## src/include/mfs_pkg.sv

```systemverilog
// Constants, encodings and register map of the fader strip message engine
// Behaviour
// - Thirty-two strips, each with mute, select, listen keys and a fader.
// - Mute key of strip n is note n minus 1 (0 to 31).
// - Select key of strip n is note 31 plus n (32 to 63).
// - Listen key of strip n is note 63 plus n (64 to 95).
// - Fader of strip n sends controller n minus 1 (0 to 31).
// - A key press sends note-on, then note-off for the same note.
// - Incoming messages of the same form drive the strip keys and faders.
// - Strip channel is main channel plus one; main channel 16 wraps to 1.
// - Default configuration sends strip messages on channel 2.
// - Transport buttons send machine-control transport messages to the all-call device id.
// - Fader law selects linear or audio taper mapping, both to a 7-bit controller value.
// - Channel and law changes take effect on apply; cancel discards them.
// - Soft controls send note, absolute CC, relative CC, machine-control or program change.
package mfs_pkg;
  localparam int STRIPS = 32;
  localparam int SOFTS  = 16;
  // Register byte offsets
  localparam logic [7:0] OFS_CHAN_PEND = 8'h00;
  localparam logic [7:0] OFS_LAW_PEND  = 8'h04;
  localparam logic [7:0] OFS_CTRL      = 8'h08;
  localparam logic [7:0] OFS_STATUS    = 8'h0C;
  localparam logic [7:0] OFS_SOFT_BASE = 8'h40;
  // Field positions
  localparam int CTRL_APPLY_BIT  = 0;
  localparam int CTRL_CANCEL_BIT = 1;
  localparam int ST_LAW_BIT      = 4;
  localparam int ST_STRIP_LSB    = 8;
  localparam int ST_BUSY_BIT     = 16;
  localparam int SOFT_NUM_LSB    = 4;
  // Reset values: main channel code 0 is channel 1
  localparam logic [3:0] CHAN_RST = 4'h0;
  localparam logic       LAW_RST  = 1'b0;
  // Message encodings
  localparam logic [6:0] NOTE_MUTE_BASE   = 7'h00;
  localparam logic [6:0] NOTE_SEL_BASE    = 7'h20;
  localparam logic [6:0] NOTE_LISTEN_BASE = 7'h40;
  localparam logic [6:0] NOTE_LIMIT       = 7'h60;
  localparam logic [6:0] CC_FADER_BASE    = 7'h00;
  localparam logic [6:0] CC_FADER_LIMIT   = 7'h20;
  localparam logic [3:0] ST_NOTE_OFF = 4'h8;
  localparam logic [3:0] ST_NOTE_ON  = 4'h9;
  localparam logic [3:0] ST_CC       = 4'hB;
  localparam logic [3:0] ST_PROG     = 4'hC;
  localparam logic [7:0] VEL_ON      = 8'h7F;
  localparam logic [7:0] VEL_OFF     = 8'h00;
  localparam logic [6:0] REL_CENTRE  = 7'h40;
  localparam logic [7:0] SX_START    = 8'hF0;
  localparam logic [7:0] SX_RT       = 8'h7F;
  localparam logic [7:0] SX_ALL      = 8'h7F;
  localparam logic [7:0] SX_MMC_CMD  = 8'h06;
  localparam logic [7:0] SX_END      = 8'hF7;
  localparam logic [7:0] RT_FIRST    = 8'hF8;
  typedef enum logic [2:0] {
    EV_MUTE   = 3'b000,
    EV_SEL    = 3'b001,
    EV_LISTEN = 3'b010,
    EV_FADER  = 3'b011,
    EV_MMC    = 3'b100,
    EV_SOFT   = 3'b101
  } mfs_ev_t;
  typedef enum logic [2:0] {
    SOFT_NOTE   = 3'b000,
    SOFT_CC_ABS = 3'b001,
    SOFT_CC_REL = 3'b010,
    SOFT_MMC    = 3'b011,
    SOFT_PROG   = 3'b100
  } mfs_soft_t;
  typedef enum logic {
    LAW_LINEAR = 1'b0,
    LAW_AUDIO  = 1'b1
  } mfs_law_t;
endpackage

```

## src/design/mfs_fader_law.sv

```systemverilog
// Fader position to 7-bit controller value and back, per fader law
`timescale 1ns/1ns
module mfs_fader_law (
  // Law select
  input  wire logic       law,
  // Position to value
  input  wire logic [9:0] posIn,
  output logic      [6:0] ccOut,
  // Value to position
  input  wire logic [6:0] ccIn,
  output logic      [9:0] posOut
);
  logic [10:0] upperFwd;
  logic [11:0] upperInv;
  always_comb begin
    upperFwd = 11'((posIn - 10'h200) * 3);
    upperInv = 12'((ccIn - 7'h20) * 21);
    if (law == mfs_pkg::LAW_LINEAR) begin
      ccOut  = posIn[9:3];
      posOut = {ccIn, ccIn[6:4]};
    end else begin
      // Lower half compressed, upper half finer, like the desk's own taper
      ccOut  = posIn[9] ? 7'(7'h20 + upperFwd[10:4]) : {2'b00, posIn[8:4]};
      posOut = (ccIn < 7'h20) ? {1'b0, ccIn[4:0], 4'h0} : 10'(10'h200 + upperInv[11:2]);
    end
  end
endmodule

```

## src/design/mfs_strip_engine.sv

```systemverilog
// Fader strip, transport and soft control message encoder and decoder
`timescale 1ns/1ns
module mfs_strip_engine (
  // Clock and reset
  input  wire logic        clk,
  input  wire logic        reset_n,
  // Register port
  input  wire logic [7:0]  regAddr,
  input  wire logic [31:0] regWdata,
  input  wire logic        regWr,
  input  wire logic        regRd,
  output logic      [31:0] regRdata,
  // Local control events
  input  wire logic        evStrobe,
  input  wire logic [2:0]  evKind,
  input  wire logic [4:0]  evIndex,
  input  wire logic [9:0]  evValue,
  output logic             evBusy,
  // Outgoing message bytes
  output logic      [7:0]  txByte,
  output logic             txValid,
  input  wire logic        txReady,
  // Incoming message bytes
  input  wire logic [7:0]  rxByte,
  input  wire logic        rxValid,
  // Decoded incoming strip actions
  output logic             rxKeyStrobe,
  output logic      [1:0]  rxKeyKind,
  output logic      [4:0]  rxKeyIndex,
  output logic             rxFaderStrobe,
  output logic      [4:0]  rxFaderIndex,
  output logic      [9:0]  rxFaderPos
);
  logic [3:0]  pendChan;
  logic        pendLaw;
  logic [3:0]  activeChan;
  logic        activeLaw;
  logic [3:0]  stripChan;
  logic [10:0] softCfg [mfs_pkg::SOFTS];
  logic [7:0]  msg [6];
  logic [2:0]  msgLen;
  logic [2:0]  msgIdx;
  logic        pendOff;
  logic [7:0]  rxStat;
  logic        rxHaveD1;
  logic [6:0]  rxD1;
  logic [6:0]  ccFwd;
  logic [9:0]  posInv;
  logic        wrCtrl;
  logic        doApply;
  logic        doCancel;
  logic        evTake;
  logic        lastByte;
  logic [2:0]  softType;
  logic [6:0]  softNum;

  // Wraps naturally in four bits: main 16 gives strip channel 1
  assign stripChan = 4'(activeChan + 4'h1);
  assign wrCtrl    = regWr && regAddr == mfs_pkg::OFS_CTRL;
  assign doApply   = wrCtrl && regWdata[mfs_pkg::CTRL_APPLY_BIT];
  assign doCancel  = wrCtrl && regWdata[mfs_pkg::CTRL_CANCEL_BIT];
  assign evTake    = evStrobe && !evBusy;
  assign lastByte  = txValid && txReady && msgIdx == 3'(msgLen - 3'h1);
  assign softType  = softCfg[evIndex[3:0]][2:0];
  assign softNum   = softCfg[evIndex[3:0]][10:4];

  mfs_fader_law u_law (
    .law    (activeLaw),
    .posIn  (evValue),
    .ccOut  (ccFwd),
    .ccIn   (rxByte[6:0]),
    .posOut (posInv)
  );

  // Pending settings; cancel reloads them from the active copy
  always_ff @(posedge clk or negedge reset_n) begin
    if (!reset_n) begin
      pendChan <= mfs_pkg::CHAN_RST;
      pendLaw  <= mfs_pkg::LAW_RST;
    end else if (doCancel && !doApply) begin
      pendChan <= activeChan;
      pendLaw  <= activeLaw;
    end else if (regWr && regAddr == mfs_pkg::OFS_CHAN_PEND) begin
      pendChan <= regWdata[3:0];
    end else if (regWr && regAddr == mfs_pkg::OFS_LAW_PEND) begin
      pendLaw <= regWdata[0];
    end
  end

  // Active settings change only on apply
  always_ff @(posedge clk or negedge reset_n) begin
    if (!reset_n) begin
      activeChan <= mfs_pkg::CHAN_RST;
      activeLaw  <= mfs_pkg::LAW_RST;
    end else if (doApply) begin
      activeChan <= pendChan;
      activeLaw  <= pendLaw;
    end
  end

  // Soft control configuration, one word per control
  always_ff @(posedge clk or negedge reset_n) begin
    if (!reset_n) begin
      for (int i = 0; i < mfs_pkg::SOFTS; i++) begin
        softCfg[i] <= '0;
      end
    end else if (regWr && regAddr[7:6] == mfs_pkg::OFS_SOFT_BASE[7:6]
                 && regAddr[1:0] == 2'b00) begin
      softCfg[regAddr[5:2]] <= {regWdata[10:4], 1'b0, regWdata[2:0]};
    end
  end

  // Read data, one cycle after the strobe; unmapped reads zero
  always_ff @(posedge clk or negedge reset_n) begin
    if (!reset_n) begin
      regRdata <= '0;
    end else if (regRd) begin
      regRdata <= '0;
      if (regAddr == mfs_pkg::OFS_CHAN_PEND) begin
        regRdata[3:0] <= pendChan;
      end else if (regAddr == mfs_pkg::OFS_LAW_PEND) begin
        regRdata[0] <= pendLaw;
      end else if (regAddr == mfs_pkg::OFS_STATUS) begin
        regRdata[3:0] <= activeChan;
        regRdata[mfs_pkg::ST_LAW_BIT] <= activeLaw;
        regRdata[mfs_pkg::ST_STRIP_LSB +: 4] <= stripChan;
        regRdata[mfs_pkg::ST_BUSY_BIT] <= evBusy;
      end else if (regAddr[7:6] == mfs_pkg::OFS_SOFT_BASE[7:6] && regAddr[1:0] == 2'b00) begin
        regRdata[10:0] <= softCfg[regAddr[5:2]];
      end else begin
        regRdata <= '0;
      end
    end else begin
      regRdata <= '0;
    end
  end

  // Message builder: one event at a time, refused while busy
  always_ff @(posedge clk or negedge reset_n) begin
    if (!reset_n) begin
      for (int i = 0; i < 6; i++) begin
        msg[i] <= '0;
      end
      msgLen  <= 3'h0;
      pendOff <= 1'b0;
    end else if (evTake) begin
      pendOff <= 1'b0;
      msgLen  <= 3'h3;
      msg[0]  <= {mfs_pkg::ST_NOTE_ON, stripChan};
      msg[2]  <= mfs_pkg::VEL_ON;
      unique case (evKind)
        mfs_pkg::EV_MUTE: begin
          msg[1]  <= {1'b0, 7'(mfs_pkg::NOTE_MUTE_BASE + evIndex)};
          pendOff <= 1'b1;
        end
        mfs_pkg::EV_SEL: begin
          msg[1]  <= {1'b0, 7'(mfs_pkg::NOTE_SEL_BASE + evIndex)};
          pendOff <= 1'b1;
        end
        mfs_pkg::EV_LISTEN: begin
          msg[1]  <= {1'b0, 7'(mfs_pkg::NOTE_LISTEN_BASE + evIndex)};
          pendOff <= 1'b1;
        end
        mfs_pkg::EV_FADER: begin
          msg[0] <= {mfs_pkg::ST_CC, stripChan};
          msg[1] <= {1'b0, 7'(mfs_pkg::CC_FADER_BASE + evIndex)};
          msg[2] <= {1'b0, ccFwd};
        end
        mfs_pkg::EV_MMC: begin
          // Device id all-call so every listener acts
          msg[0] <= mfs_pkg::SX_START;
          msg[1] <= mfs_pkg::SX_RT;
          msg[2] <= mfs_pkg::SX_ALL;
          msg[3] <= mfs_pkg::SX_MMC_CMD;
          msg[4] <= {1'b0, evValue[6:0]};
          msg[5] <= mfs_pkg::SX_END;
          msgLen <= 3'h6;
        end
        mfs_pkg::EV_SOFT: begin
          // Soft controls speak on the main channel, not the strip channel
          msg[0] <= {mfs_pkg::ST_CC, activeChan};
          msg[1] <= {1'b0, softNum};
          msg[2] <= {1'b0, evValue[6:0]};
          unique case (softType)
            mfs_pkg::SOFT_NOTE: begin
              msg[0]  <= {mfs_pkg::ST_NOTE_ON, activeChan};
              msg[2]  <= mfs_pkg::VEL_ON;
              pendOff <= 1'b1;
            end
            mfs_pkg::SOFT_CC_ABS: begin
              msg[2] <= {1'b0, evValue[6:0]};
            end
            mfs_pkg::SOFT_CC_REL: begin
              msg[2] <= {1'b0, 7'(mfs_pkg::REL_CENTRE + evValue[6:0])};
            end
            mfs_pkg::SOFT_MMC: begin
              msg[0] <= mfs_pkg::SX_START;
              msg[1] <= mfs_pkg::SX_RT;
              msg[2] <= mfs_pkg::SX_ALL;
              msg[3] <= mfs_pkg::SX_MMC_CMD;
              msg[4] <= {1'b0, softNum};
              msg[5] <= mfs_pkg::SX_END;
              msgLen <= 3'h6;
            end
            mfs_pkg::SOFT_PROG: begin
              msg[0] <= {mfs_pkg::ST_PROG, activeChan};
              msgLen <= 3'h2;
            end
            default: begin
              msgLen <= 3'h0;
            end
          endcase
        end
        default: begin
          msgLen <= 3'h0;
        end
      endcase
    end else if (lastByte && pendOff) begin
      // Same note again as a note-off
      msg[0]  <= {mfs_pkg::ST_NOTE_OFF, msg[0][3:0]};
      msg[2]  <= mfs_pkg::VEL_OFF;
      pendOff <= 1'b0;
    end
  end

  // Byte sender; a zero-length message only costs one busy cycle
  always_ff @(posedge clk or negedge reset_n) begin
    if (!reset_n) begin
      evBusy  <= 1'b0;
      txValid <= 1'b0;
      txByte  <= '0;
      msgIdx  <= 3'h0;
    end else if (evTake) begin
      evBusy  <= 1'b1;
      msgIdx  <= 3'h0;
    end else if (evBusy && !txValid) begin
      txValid <= msgLen != 3'h0;
      evBusy  <= msgLen != 3'h0;
      txByte  <= msg[0];
    end else if (txValid && txReady) begin
      if (lastByte) begin
        msgIdx  <= 3'h0;
        txValid <= 1'b0;
        evBusy  <= pendOff;
      end else begin
        msgIdx <= 3'(msgIdx + 3'h1);
        txByte <= msg[3'(msgIdx + 3'h1)];
      end
    end
  end

  // Incoming parser with running status; real-time bytes pass through
  always_ff @(posedge clk or negedge reset_n) begin
    if (!reset_n) begin
      rxStat   <= '0;
      rxHaveD1 <= 1'b0;
      rxD1     <= '0;
    end else if (rxValid && rxByte < mfs_pkg::RT_FIRST) begin
      if (rxByte[7]) begin
        rxStat   <= rxByte;
        rxHaveD1 <= 1'b0;
      end else if (!rxHaveD1) begin
        rxD1     <= rxByte[6:0];
        rxHaveD1 <= 1'b1;
      end else begin
        rxHaveD1 <= 1'b0;
      end
    end
  end

  // Strip actions from complete incoming messages
  always_ff @(posedge clk or negedge reset_n) begin
    if (!reset_n) begin
      rxKeyStrobe   <= 1'b0;
      rxKeyKind     <= '0;
      rxKeyIndex    <= '0;
      rxFaderStrobe <= 1'b0;
      rxFaderIndex  <= '0;
      rxFaderPos    <= '0;
    end else begin
      rxKeyStrobe   <= 1'b0;
      rxFaderStrobe <= 1'b0;
      if (rxValid && !rxByte[7] && rxHaveD1) begin
        // Note-off and zero-velocity note-on carry no press
        if (rxStat == {mfs_pkg::ST_NOTE_ON, stripChan} && rxByte != 8'h00
            && rxD1 < mfs_pkg::NOTE_LIMIT) begin
          rxKeyStrobe <= 1'b1;
          rxKeyKind   <= rxD1[6:5];
          rxKeyIndex  <= rxD1[4:0];
        end
        if (rxStat == {mfs_pkg::ST_CC, stripChan} && rxD1 < mfs_pkg::CC_FADER_LIMIT) begin
          rxFaderStrobe <= 1'b1;
          rxFaderIndex  <= rxD1[4:0];
          rxFaderPos    <= posInv;
        end
      end
    end
  end

  chk_strip_wrap: assert property (@(posedge clk) disable iff (!reset_n)
    activeChan == 4'hF |-> stripChan == 4'h0)
    else $error("strip channel did not wrap");
  chk_apply_only: assert property (@(posedge clk) disable iff (!reset_n)
    !doApply |=> $stable(activeChan) && $stable(activeLaw))
    else $error("active setting changed without apply");
  chk_cancel_restore: assert property (@(posedge clk) disable iff (!reset_n)
    doCancel && !doApply |=> pendChan == $past(activeChan))
    else $error("cancel kept pending channel");
  chk_mute_note: assert property (@(posedge clk) disable iff (!reset_n)
    evTake && evKind == mfs_pkg::EV_MUTE |=> msg[1] == {3'b000, $past(evIndex)}
    && msg[0] == {mfs_pkg::ST_NOTE_ON, stripChan})
    else $error("mute note number wrong");
  chk_sel_note: assert property (@(posedge clk) disable iff (!reset_n)
    evTake && evKind == mfs_pkg::EV_SEL |=> msg[1] == {3'b001, $past(evIndex)})
    else $error("select note number wrong");
  chk_listen_note: assert property (@(posedge clk) disable iff (!reset_n)
    evTake && evKind == mfs_pkg::EV_LISTEN |=> msg[1] == {3'b010, $past(evIndex)})
    else $error("listen note number wrong");
  chk_fader_cc: assert property (@(posedge clk) disable iff (!reset_n)
    evTake && evKind == mfs_pkg::EV_FADER |=> msg[1] == {3'b000, $past(evIndex)}
    && msg[0][7:4] == mfs_pkg::ST_CC)
    else $error("fader controller number wrong");
  chk_note_off: assert property (@(posedge clk) disable iff (!reset_n)
    lastByte && pendOff |=> msg[0][7:4] == mfs_pkg::ST_NOTE_OFF && evBusy
    ##1 txValid && txByte == msg[0])
    else $error("note-off did not follow note-on");
  chk_mmc_all: assert property (@(posedge clk) disable iff (!reset_n)
    evTake && evKind == mfs_pkg::EV_MMC |=> msg[1] == mfs_pkg::SX_RT
    && msg[2] == mfs_pkg::SX_ALL && msgLen == 3'h6)
    else $error("transport message not all-call");
  chk_rx_key: assert property (@(posedge clk) disable iff (!reset_n)
    rxValid && rxHaveD1 && !rxByte[7] && rxByte != 8'h00 && rxD1 < mfs_pkg::NOTE_LIMIT
    && rxStat == {mfs_pkg::ST_NOTE_ON, stripChan} |=> rxKeyStrobe && rxKeyIndex == $past(rxD1[4:0]))
    else $error("incoming key not applied");
endmodule

```

## config.mk

```make
export PLATFORM = sky130hd
export DESIGN_NAME = mfs_strip_engine
export DESIGN_NICKNAME = d
export VERILOG_FILES = /design/src/include/mfs_pkg.sv /design/src/design/mfs_fader_law.sv /design/src/design/mfs_strip_engine.sv
export SDC_FILE = /design/constraint.sdc
export NUM_CORES = 1
export LEC_CHECK = 0
export ABC_AREA = 0
export ABC_CLOCK_PERIOD_IN_PS = 4780
export BUFFER_PORTS_ARGS = -buffer_cell sky130_fd_sc_hd__buf_2
export CAP_MARGIN = 20
export CORE_UTILIZATION = 40
export DETAILED_ROUTE_END_ITERATION = 10
export GPL_TIMING_DRIVEN = 0
export PLACE_DENSITY = 0.59
export RECOVER_POWER = 50
export SLEW_MARGIN = 10
export SYNTH_ARGS = -nofsm -noshare
export SYNTH_HDL_FRONTEND = slang
export SYNTH_SLANG_ARGS = --single-unit
```

## constraint.sdc

```tcl
create_clock -name clk -period 4.78 [get_ports clk]
set_input_delay 0.478 -clock clk [delete_from_list [all_inputs] [get_ports clk]]
set_output_delay 0.478 -clock clk [all_outputs]
set_load 0.1 [all_outputs]
```

==> results of run 1 <==
==> per-layer routing <==
layer  global-route usage  up-vias
li1                     -     4929
met2                0.361      351
met1                0.316     5617
met3               0.0342       61
met5                    0        -
met4               0.0550        2
==> path summary, 6_finish.rpt <==
kind                                        end  slack (ps)  depth (start not counted)
max in group asynchronous          softCfg[127]        2280                          3
worst max-delay path              rxFaderPos[8]        1580                         14
worst max register to register          msg[12]        2120                          9
worst min register to register  rxFaderIndex[3]         460                          2
worst min-delay path                    msg[36]         180                          2
min in group asynchronous           softCfg[67]        1110                          2
==> synthesized netlist by cell type, drive strengths merged (4+ instances only) <==
cell and instances:
dfrtp 270, mux2 177, nand2 155, mux4 90, o21ai 80, clkbuf 63
nor2 58, a21oi 48, inv 44, buf 41, ha 34, nand3 28
nor2b 13, xnor2 13, mux2i 11, a22oi 10, nor3 10, a31oi 9
a32oi 9, a21o 8, and3 8, nand4 8, o211ai 8, nand2b 7
xor2 7, fa 6, a221o 5, or3 5, o31ai 4
==> kinds of logic (layout without fill, tap and decap cells) <==
group,Yosys count,in the layout,share of synthesized area
mux,278,278,0.277
xor+xnor,20,20,0.0116
compound gates,206,206,0.0846
simple gates,313,313,0.0948
buf+inv,149,298,0.0470
fa+ha+maj,40,40,0.0362
other cells,1,20,0.000249
flops,270,270,0.449
==> critical path: stages <==
cell and delay, ps:
clkbuf_1 430, inv_1 180, fa_1 560, inv_1 50, ha_1 260, inv_1 50, fa_1 500, inv_1 40
ha_1 340, a211oi_1 210, o21ai_0 150, mux2i_1 180, nand2_1 100, a21oi_1 140
==> power breakdown <==
| group | switching [uW] | internal, uW | leakage (uW) | total, uW |
|---|---|---|---|---|
| registers | 213 | 2560 | 0.00362 | 2780 |
| clock network | 935 | 1420 | 0.000495 | 2360 |
| logic | 1210 | 634 | 0.00399 | 1840 |
==> what timing repair did <==
| action | 4_1_cts | 5_1_grt |
|---|---|---|
| endpoints found under the hold margin | 76 | 0 |
| resized for setup | 0 | 0 |
| hold buffers | 1 | 0 |
==> registers in the layout (all words and copies together), names as in the netlist, 5 cells and up <==
register      cells
msg              30
rxFaderPos       10
rxKeyIndex        5
rxFaderIndex      5
rxStat            8
softCfg         160
regRdata         13
txByte            8
rxD1              7
==> layout make-up <==
cell class	instances	share of cell area
Antenna cell	1	0.000145
Buffer	105	0.0314
Clock buffer	45	0.0510
Clock inverter	10	0.00741
Inverter	44	0.00958
Multi-Input combinational cell	876	0.444
Sequential cell	270	0.392
Tap cell	468	0.0340
Timing Repair Buffer	94	0.0300
==> per-stage QoR <==
stage,power (uW),hold slack (ps),setup WS (ps),std cells,setup TNS (ps)
final,6970,181,1580,1913,0
after global routing,7320,162,1240,1912,0
after CTS,7010,164,1760,1912,0
after detailed placement,4640,454,1210,1856,0
after global placement,4600,449,-1920,1853,-511660
after floorplan,4140,182,1830,1295,0
==> results.toml, run 1 <==
[outcome]
status = "finished with violations"
violations = "max-capacitance violations, max-slew violations"

[worst_setup_path]
r2r-start = "softCfg[155]"
worst-path-max-fanout = 10
crit_required_ps = 5250
start_kind = "primary input"
critical_path_class = "primary input to flip-flop"
critPathCaptureType = "flip-flop"
arrival_ps = 3670
startpoint = "rxByte[4]"

[die]
initial_core_util = 0.409
rows = 70
core_area_um2 = 36800
chipHeight_um = 196
pin_count = 139
die_area_um2 = 38400
fp.dieW_um = 196

[clock_network]
cts-root-buf = "clkbuf_16"
numCtsBuffers = 30
cts_setup_buffers = 0
cts_tree = "done"
cts-htree-levels = 1
cts_buffer_depth = 3
clkLatencyLatePin_ps = 560
clkSinkCount = 270
clk_pin_slew_ps = 60

[hold_path]
hp-class = "primary input to flip-flop"
hold_path_startpoint = "evIndex[4]"

[route]
met2WireLength_um = 20100
wl_met3_um = 2310
wl_met1_um = 18900
via_per_inst = 5.73
drt-pass1-iter-count = 5
drc = 0
vias = 10960
detail_route.wl_per_cell_um = 22.1
ant_nets = 0
drt_iter0_markers = 778
wirelength_um = 42300
top_layer = "met5"

[finish]
multi_input_area_um2 = 7660
drive_above_1_share = 0.299
layout.area.seq_um2 = 6760
synthToLayoutAreaGrowth_pct = 14.5
fillCellCount = 3408
num-nets-final = 1534
final_cell_mix = "dfrtp_1, mux2_2, nand2_1"
final_common_cell = "dfrtp_1"
utilization = 0.469
fin_area_um2 = 17200

[sta]
rsz0062_at_grt = "no"
slew_viol_final = 77
min_period_ps = 3200
finalSetupViolations = 0
fin_crit_sh = 0.670
timing.fmax_mhz = 312
finalHoldViolCount = 0
finalClockSkew_ps = 21.5
worst_pin_slew_ps = 2170
slew_headroom = -0.444

[logic_synthesis]
yosys.area.top_type = "dfrtp_1"
synth-main-ff-cell = "dfrtp_1"
syn_area_um2 = 15100
ys_types = 69
ys_seq_area_frac = 0.449
yosysWarningCount = 0
ys_async_sr_fraction = 1.00
synthCells = 1277
yosys-top-cells-area = "dfrtp_1, mux2_2, mux4_2"
synth.avg_cell_area_um2 = 11.8
ys_ff_latch = 270
synth_edf_count = 0
yosysTopAreaCellShare = 0.449

[placement]
postPlaceCellArea_um2 = 16200
gp_congestion = 0.872
place_hpwl_um = 29800
numPortBuffers = 90

[global_route]
grt_pass1_vias = 10796
grt-ovfl-total = 0
antenna_found_initial = 2
grt_max_degree = 106
grt_usage = 0.224
grt_pass1_wl_um = 65600

[power]
ir_drop_v = 0.000334
p_leak_uw = 0.00810
powerDensity_nw_per_um2 = 405

[flow_run]
maxCapViolCount = 1
(Power assumes the default switching activity.)
==> run 2, diff against run 1 <==
--- a/config.mk
+++ b/config.mk
@@ -5,8 +5,8 @@
 export SDC_FILE = /design/constraint.sdc
 export NUM_CORES = 1
 export LEC_CHECK = 0
-export ABC_AREA = 0
-export ABC_CLOCK_PERIOD_IN_PS = 4780
+export ABC_AREA = 1
+export ABC_CLOCK_PERIOD_IN_PS = 3100
 export BUFFER_PORTS_ARGS = -buffer_cell sky130_fd_sc_hd__buf_2
 export CAP_MARGIN = 20
 export CORE_UTILIZATION = 40
==> constraint.sdc (replaced) <==
create_clock -name clk -period 3.1 [get_ports clk]
set_input_delay 0.31 -clock clk [delete_from_list [all_inputs] [get_ports clk]]
set_output_delay 0.31 -clock clk [all_outputs]
set_load 0.1 [all_outputs]
==> run 2 against run 1 <==
The run still ends with max-capacitance violations, max-slew violations left. Routed wire length grew 30%. Synthesized cell count grew 57%. Core utilization shrank 0.092 points. Register-to-register slack lost 1500 ps. Cell count grew 41%. Sequential power grew 54%. Non-clock buffer count grew 32. Flip-flop and latch count is the same. Power grew 63%. Critical path depth shrank 5. Largest cell class unchanged. Largest power group unchanged.
==> results.toml, run 2 <==
[route]
vias = 15058
drc = 0
ant_nets = 0
drt_iter0_markers = 1543
drt-pass1-iter-count = 6
wirelength_um = 54900
detail_route.wl_per_cell_um = 20.4
via_per_inst = 5.59

[clock_network]
cts_setup_buffers = 0
cts_tree = "done"
cts-htree-levels = 2
numCtsBuffers = 34
clk_pin_slew_ps = 60
cts_buffer_depth = 3
clkSinkCount = 270
cts-root-buf = "clkbuf_16"
clkLatencyLatePin_ps = 560

[worst_setup_path]
startpoint = "regAddr[2]"
max_stage_delay_ps = 600
crit_required_ps = 3520
r2r-start = "activeChan[0]"
arrival_ps = 3330
start_kind = "primary input"
path_cells = "clkbuf_1, inv_1, nand2_1, clkbuf_1, o21ai_0, o21ai_0, nand4_1, a22oi_1, nor2_1"
critical_path_class = "primary input to flip-flop"
critPathCaptureType = "flip-flop"
worst-path-max-fanout = 10
crit_slowest_cell = "nand2_1"
path_delay_family = "buffers and inverters"
cp_num_buf_inv = 3

[hold_path]
hp-class = "primary input to flip-flop"
hold_path_startpoint = "regWdata[3]"

[global_route]
grt_max_degree = 107
grt_usage = 0.286
top_usage_layer = "met2"
grt_pass1_wl_um = 84500
antenna_found_initial = 0
met3_usage = 0.0546
use_met1 = 0.385
grt_pass1_vias = 14523
grt_use_met2 = 0.450
grt-ovfl-total = 0

[logic_synthesis]
ys_async_sr_fraction = 1.00
ys_seq_area_frac = 0.443
synth_edf_count = 0
ys_types = 55
yosys-top-cells-area = "dfrtp_1, o21ai_0, nand2_1"
syn_area_um2 = 15200
yosysMostFrequentCell = "nand2_1"
ys_ff_latch = 270
yosys-top-cells-count = "nand2_1, o21ai_0, dfrtp_1"
synth-main-ff-cell = "dfrtp_1"
yosysWarningCount = 0
yosys.area.top_type = "dfrtp_1"
synthCells = 2008
synth.avg_cell_area_um2 = 7.59
yosysTopAreaCellShare = 0.443

[placement]
place_hpwl_um = 40700
numPortBuffers = 96
postPlaceCellArea_um2 = 16500
gp_congestion = 0.961

[finish]
utilization = 0.468
drive_above_1_share = 0.0797
largest-register = "softCfg"
num-nets-final = 2274
synthToLayoutAreaGrowth_pct = 15.3
final_cell_mix = "nand2_1, o21ai_0, dfrtp_1"
largest_register_ffs = 160
top_regs = "softCfg (160), msg (30), regRdata (13)"
final_common_cell = "nand2_1"
fin_area_um2 = 17600

[power]
p_sw_frac = 0.360
p_leak_uw = 0.00805
clock_power_share = 0.363
seq_power_share = 0.377
power_uw = 11300
power_switching_uw = 4080
combPwrFrac = 0.260
powerDensity_nw_per_um2 = 645
p_int_uw = 7260
ir_drop_v = 0.000351

[die]
die_area_um2 = 38900
pin_count = 139
core_area_um2 = 37600
fp.dieW_um = 197
rows = 71
chipHeight_um = 197
initial_core_util = 0.406

[sta]
fin_crit_sh = 0.940
min_period_ps = 2910
slew_headroom = -0.151
rsz0062_at_grt = "no"
slew_viol_final = 67
finalHoldViolCount = 0
fin_tns_setup_ps = 0
finalSetupViolations = 0
finalClockSkew_ps = 27.2
timing.fmax_mhz = 343
whs_ps = 48.7
worst_pin_slew_ps = 1730

[outcome]
violations = "max-capacitance violations, max-slew violations"
status = "finished with violations"

[flow_run]
maxCapViolCount = 1
run 2: cell families (layout without fill, tap and decap cells):
| kind of cell | after synthesis | in the layout | synth area share |
|---|---|---|---|
| xor+xnor | 15 | 15 | 0.00862 |
| simple gates | 718 | 718 | 0.199 |
| mux | 5 | 5 | 0.00337 |
| fa+ha+maj | 40 | 40 | 0.0358 |
| compound gates | 601 | 601 | 0.212 |
| flops | 270 | 270 | 0.443 |
| buf+inv | 358 | 516 | 0.0979 |
| other cells | 1 | 20 | 0.000246 |
run 2: power groups by stage:
stage                     registers (uW)  clock network, uW  logic (uW)
after global placement              4320                  0        2900
after CTS                           4270               4180        2950
final                               4280               4120        2940
after detailed placement            4320                  0        2940
after global routing                4320               4310        3250
after floorplan                     4680                  0        1690
run 2: worst paths after layout:
| path | end | slack, ps | depth (start not counted) |
|---|---|---|---|
| max reg2reg | rxFaderPos[2] | 660 | 8 |
| min | pendChan[3] | 50 | 3 |
| max in group asynchronous | softCfg[161] | 550 | 4 |
| max | regRdata[4] | 190 | 9 |
| min reg2reg | msg[17] | 470 | 2 |
| min in group asynchronous | txByte[3] | 750 | 2 |
run 2: worst min-delay path, stage by stage:
cell,delay [ps]
buf_2,80
nand2_1,70
o211ai_1,90
run 2: layout make-up:
| class | instances | area [um2] |
|---|---|---|
| diodes | 1 | 2.50 |
| repair buffers | 99 | 479 |
| multi-input cells | 1398 | 7050 |
| plain buffers | 132 | 636 |
| clock inverters | 13 | 159 |
| inverters | 226 | 856 |
| fillers | 3865 | 20000 |
| well taps | 511 | 639 |
| flip-flops and latches | 270 | 6760 |
| clock buffers | 46 | 997 |
run 2: what timing repair did:
action                                  in CTS  in global routing
endpoints found under the hold margin       66                  0
endpoints found under the setup margin       0                  0
resized for setup                            0                  0
hold buffers                                 1                  0
run 2: stage by stage:
stage	cells	worst slack, ps
final	2696	187
after detailed placement	2635	-234
after CTS	2695	316
after global placement	2633	-3300
after global routing	2695	42.5
after floorplan	2026	266
run 2: layer usage:
| layer | up-vias | part of all wire | wire length, um |
|---|---|---|---|
| li1 | 6977 | - | - |
| met1 | 7242 | 0.43 | 23700 |
| met2 | 689 | 0.45 | 24900 |
| met3 | 150 | 0.077 | 4200 |
| met4 | 0 | 0.038 | 2090 |
| met5 | - | 0 | 0 |
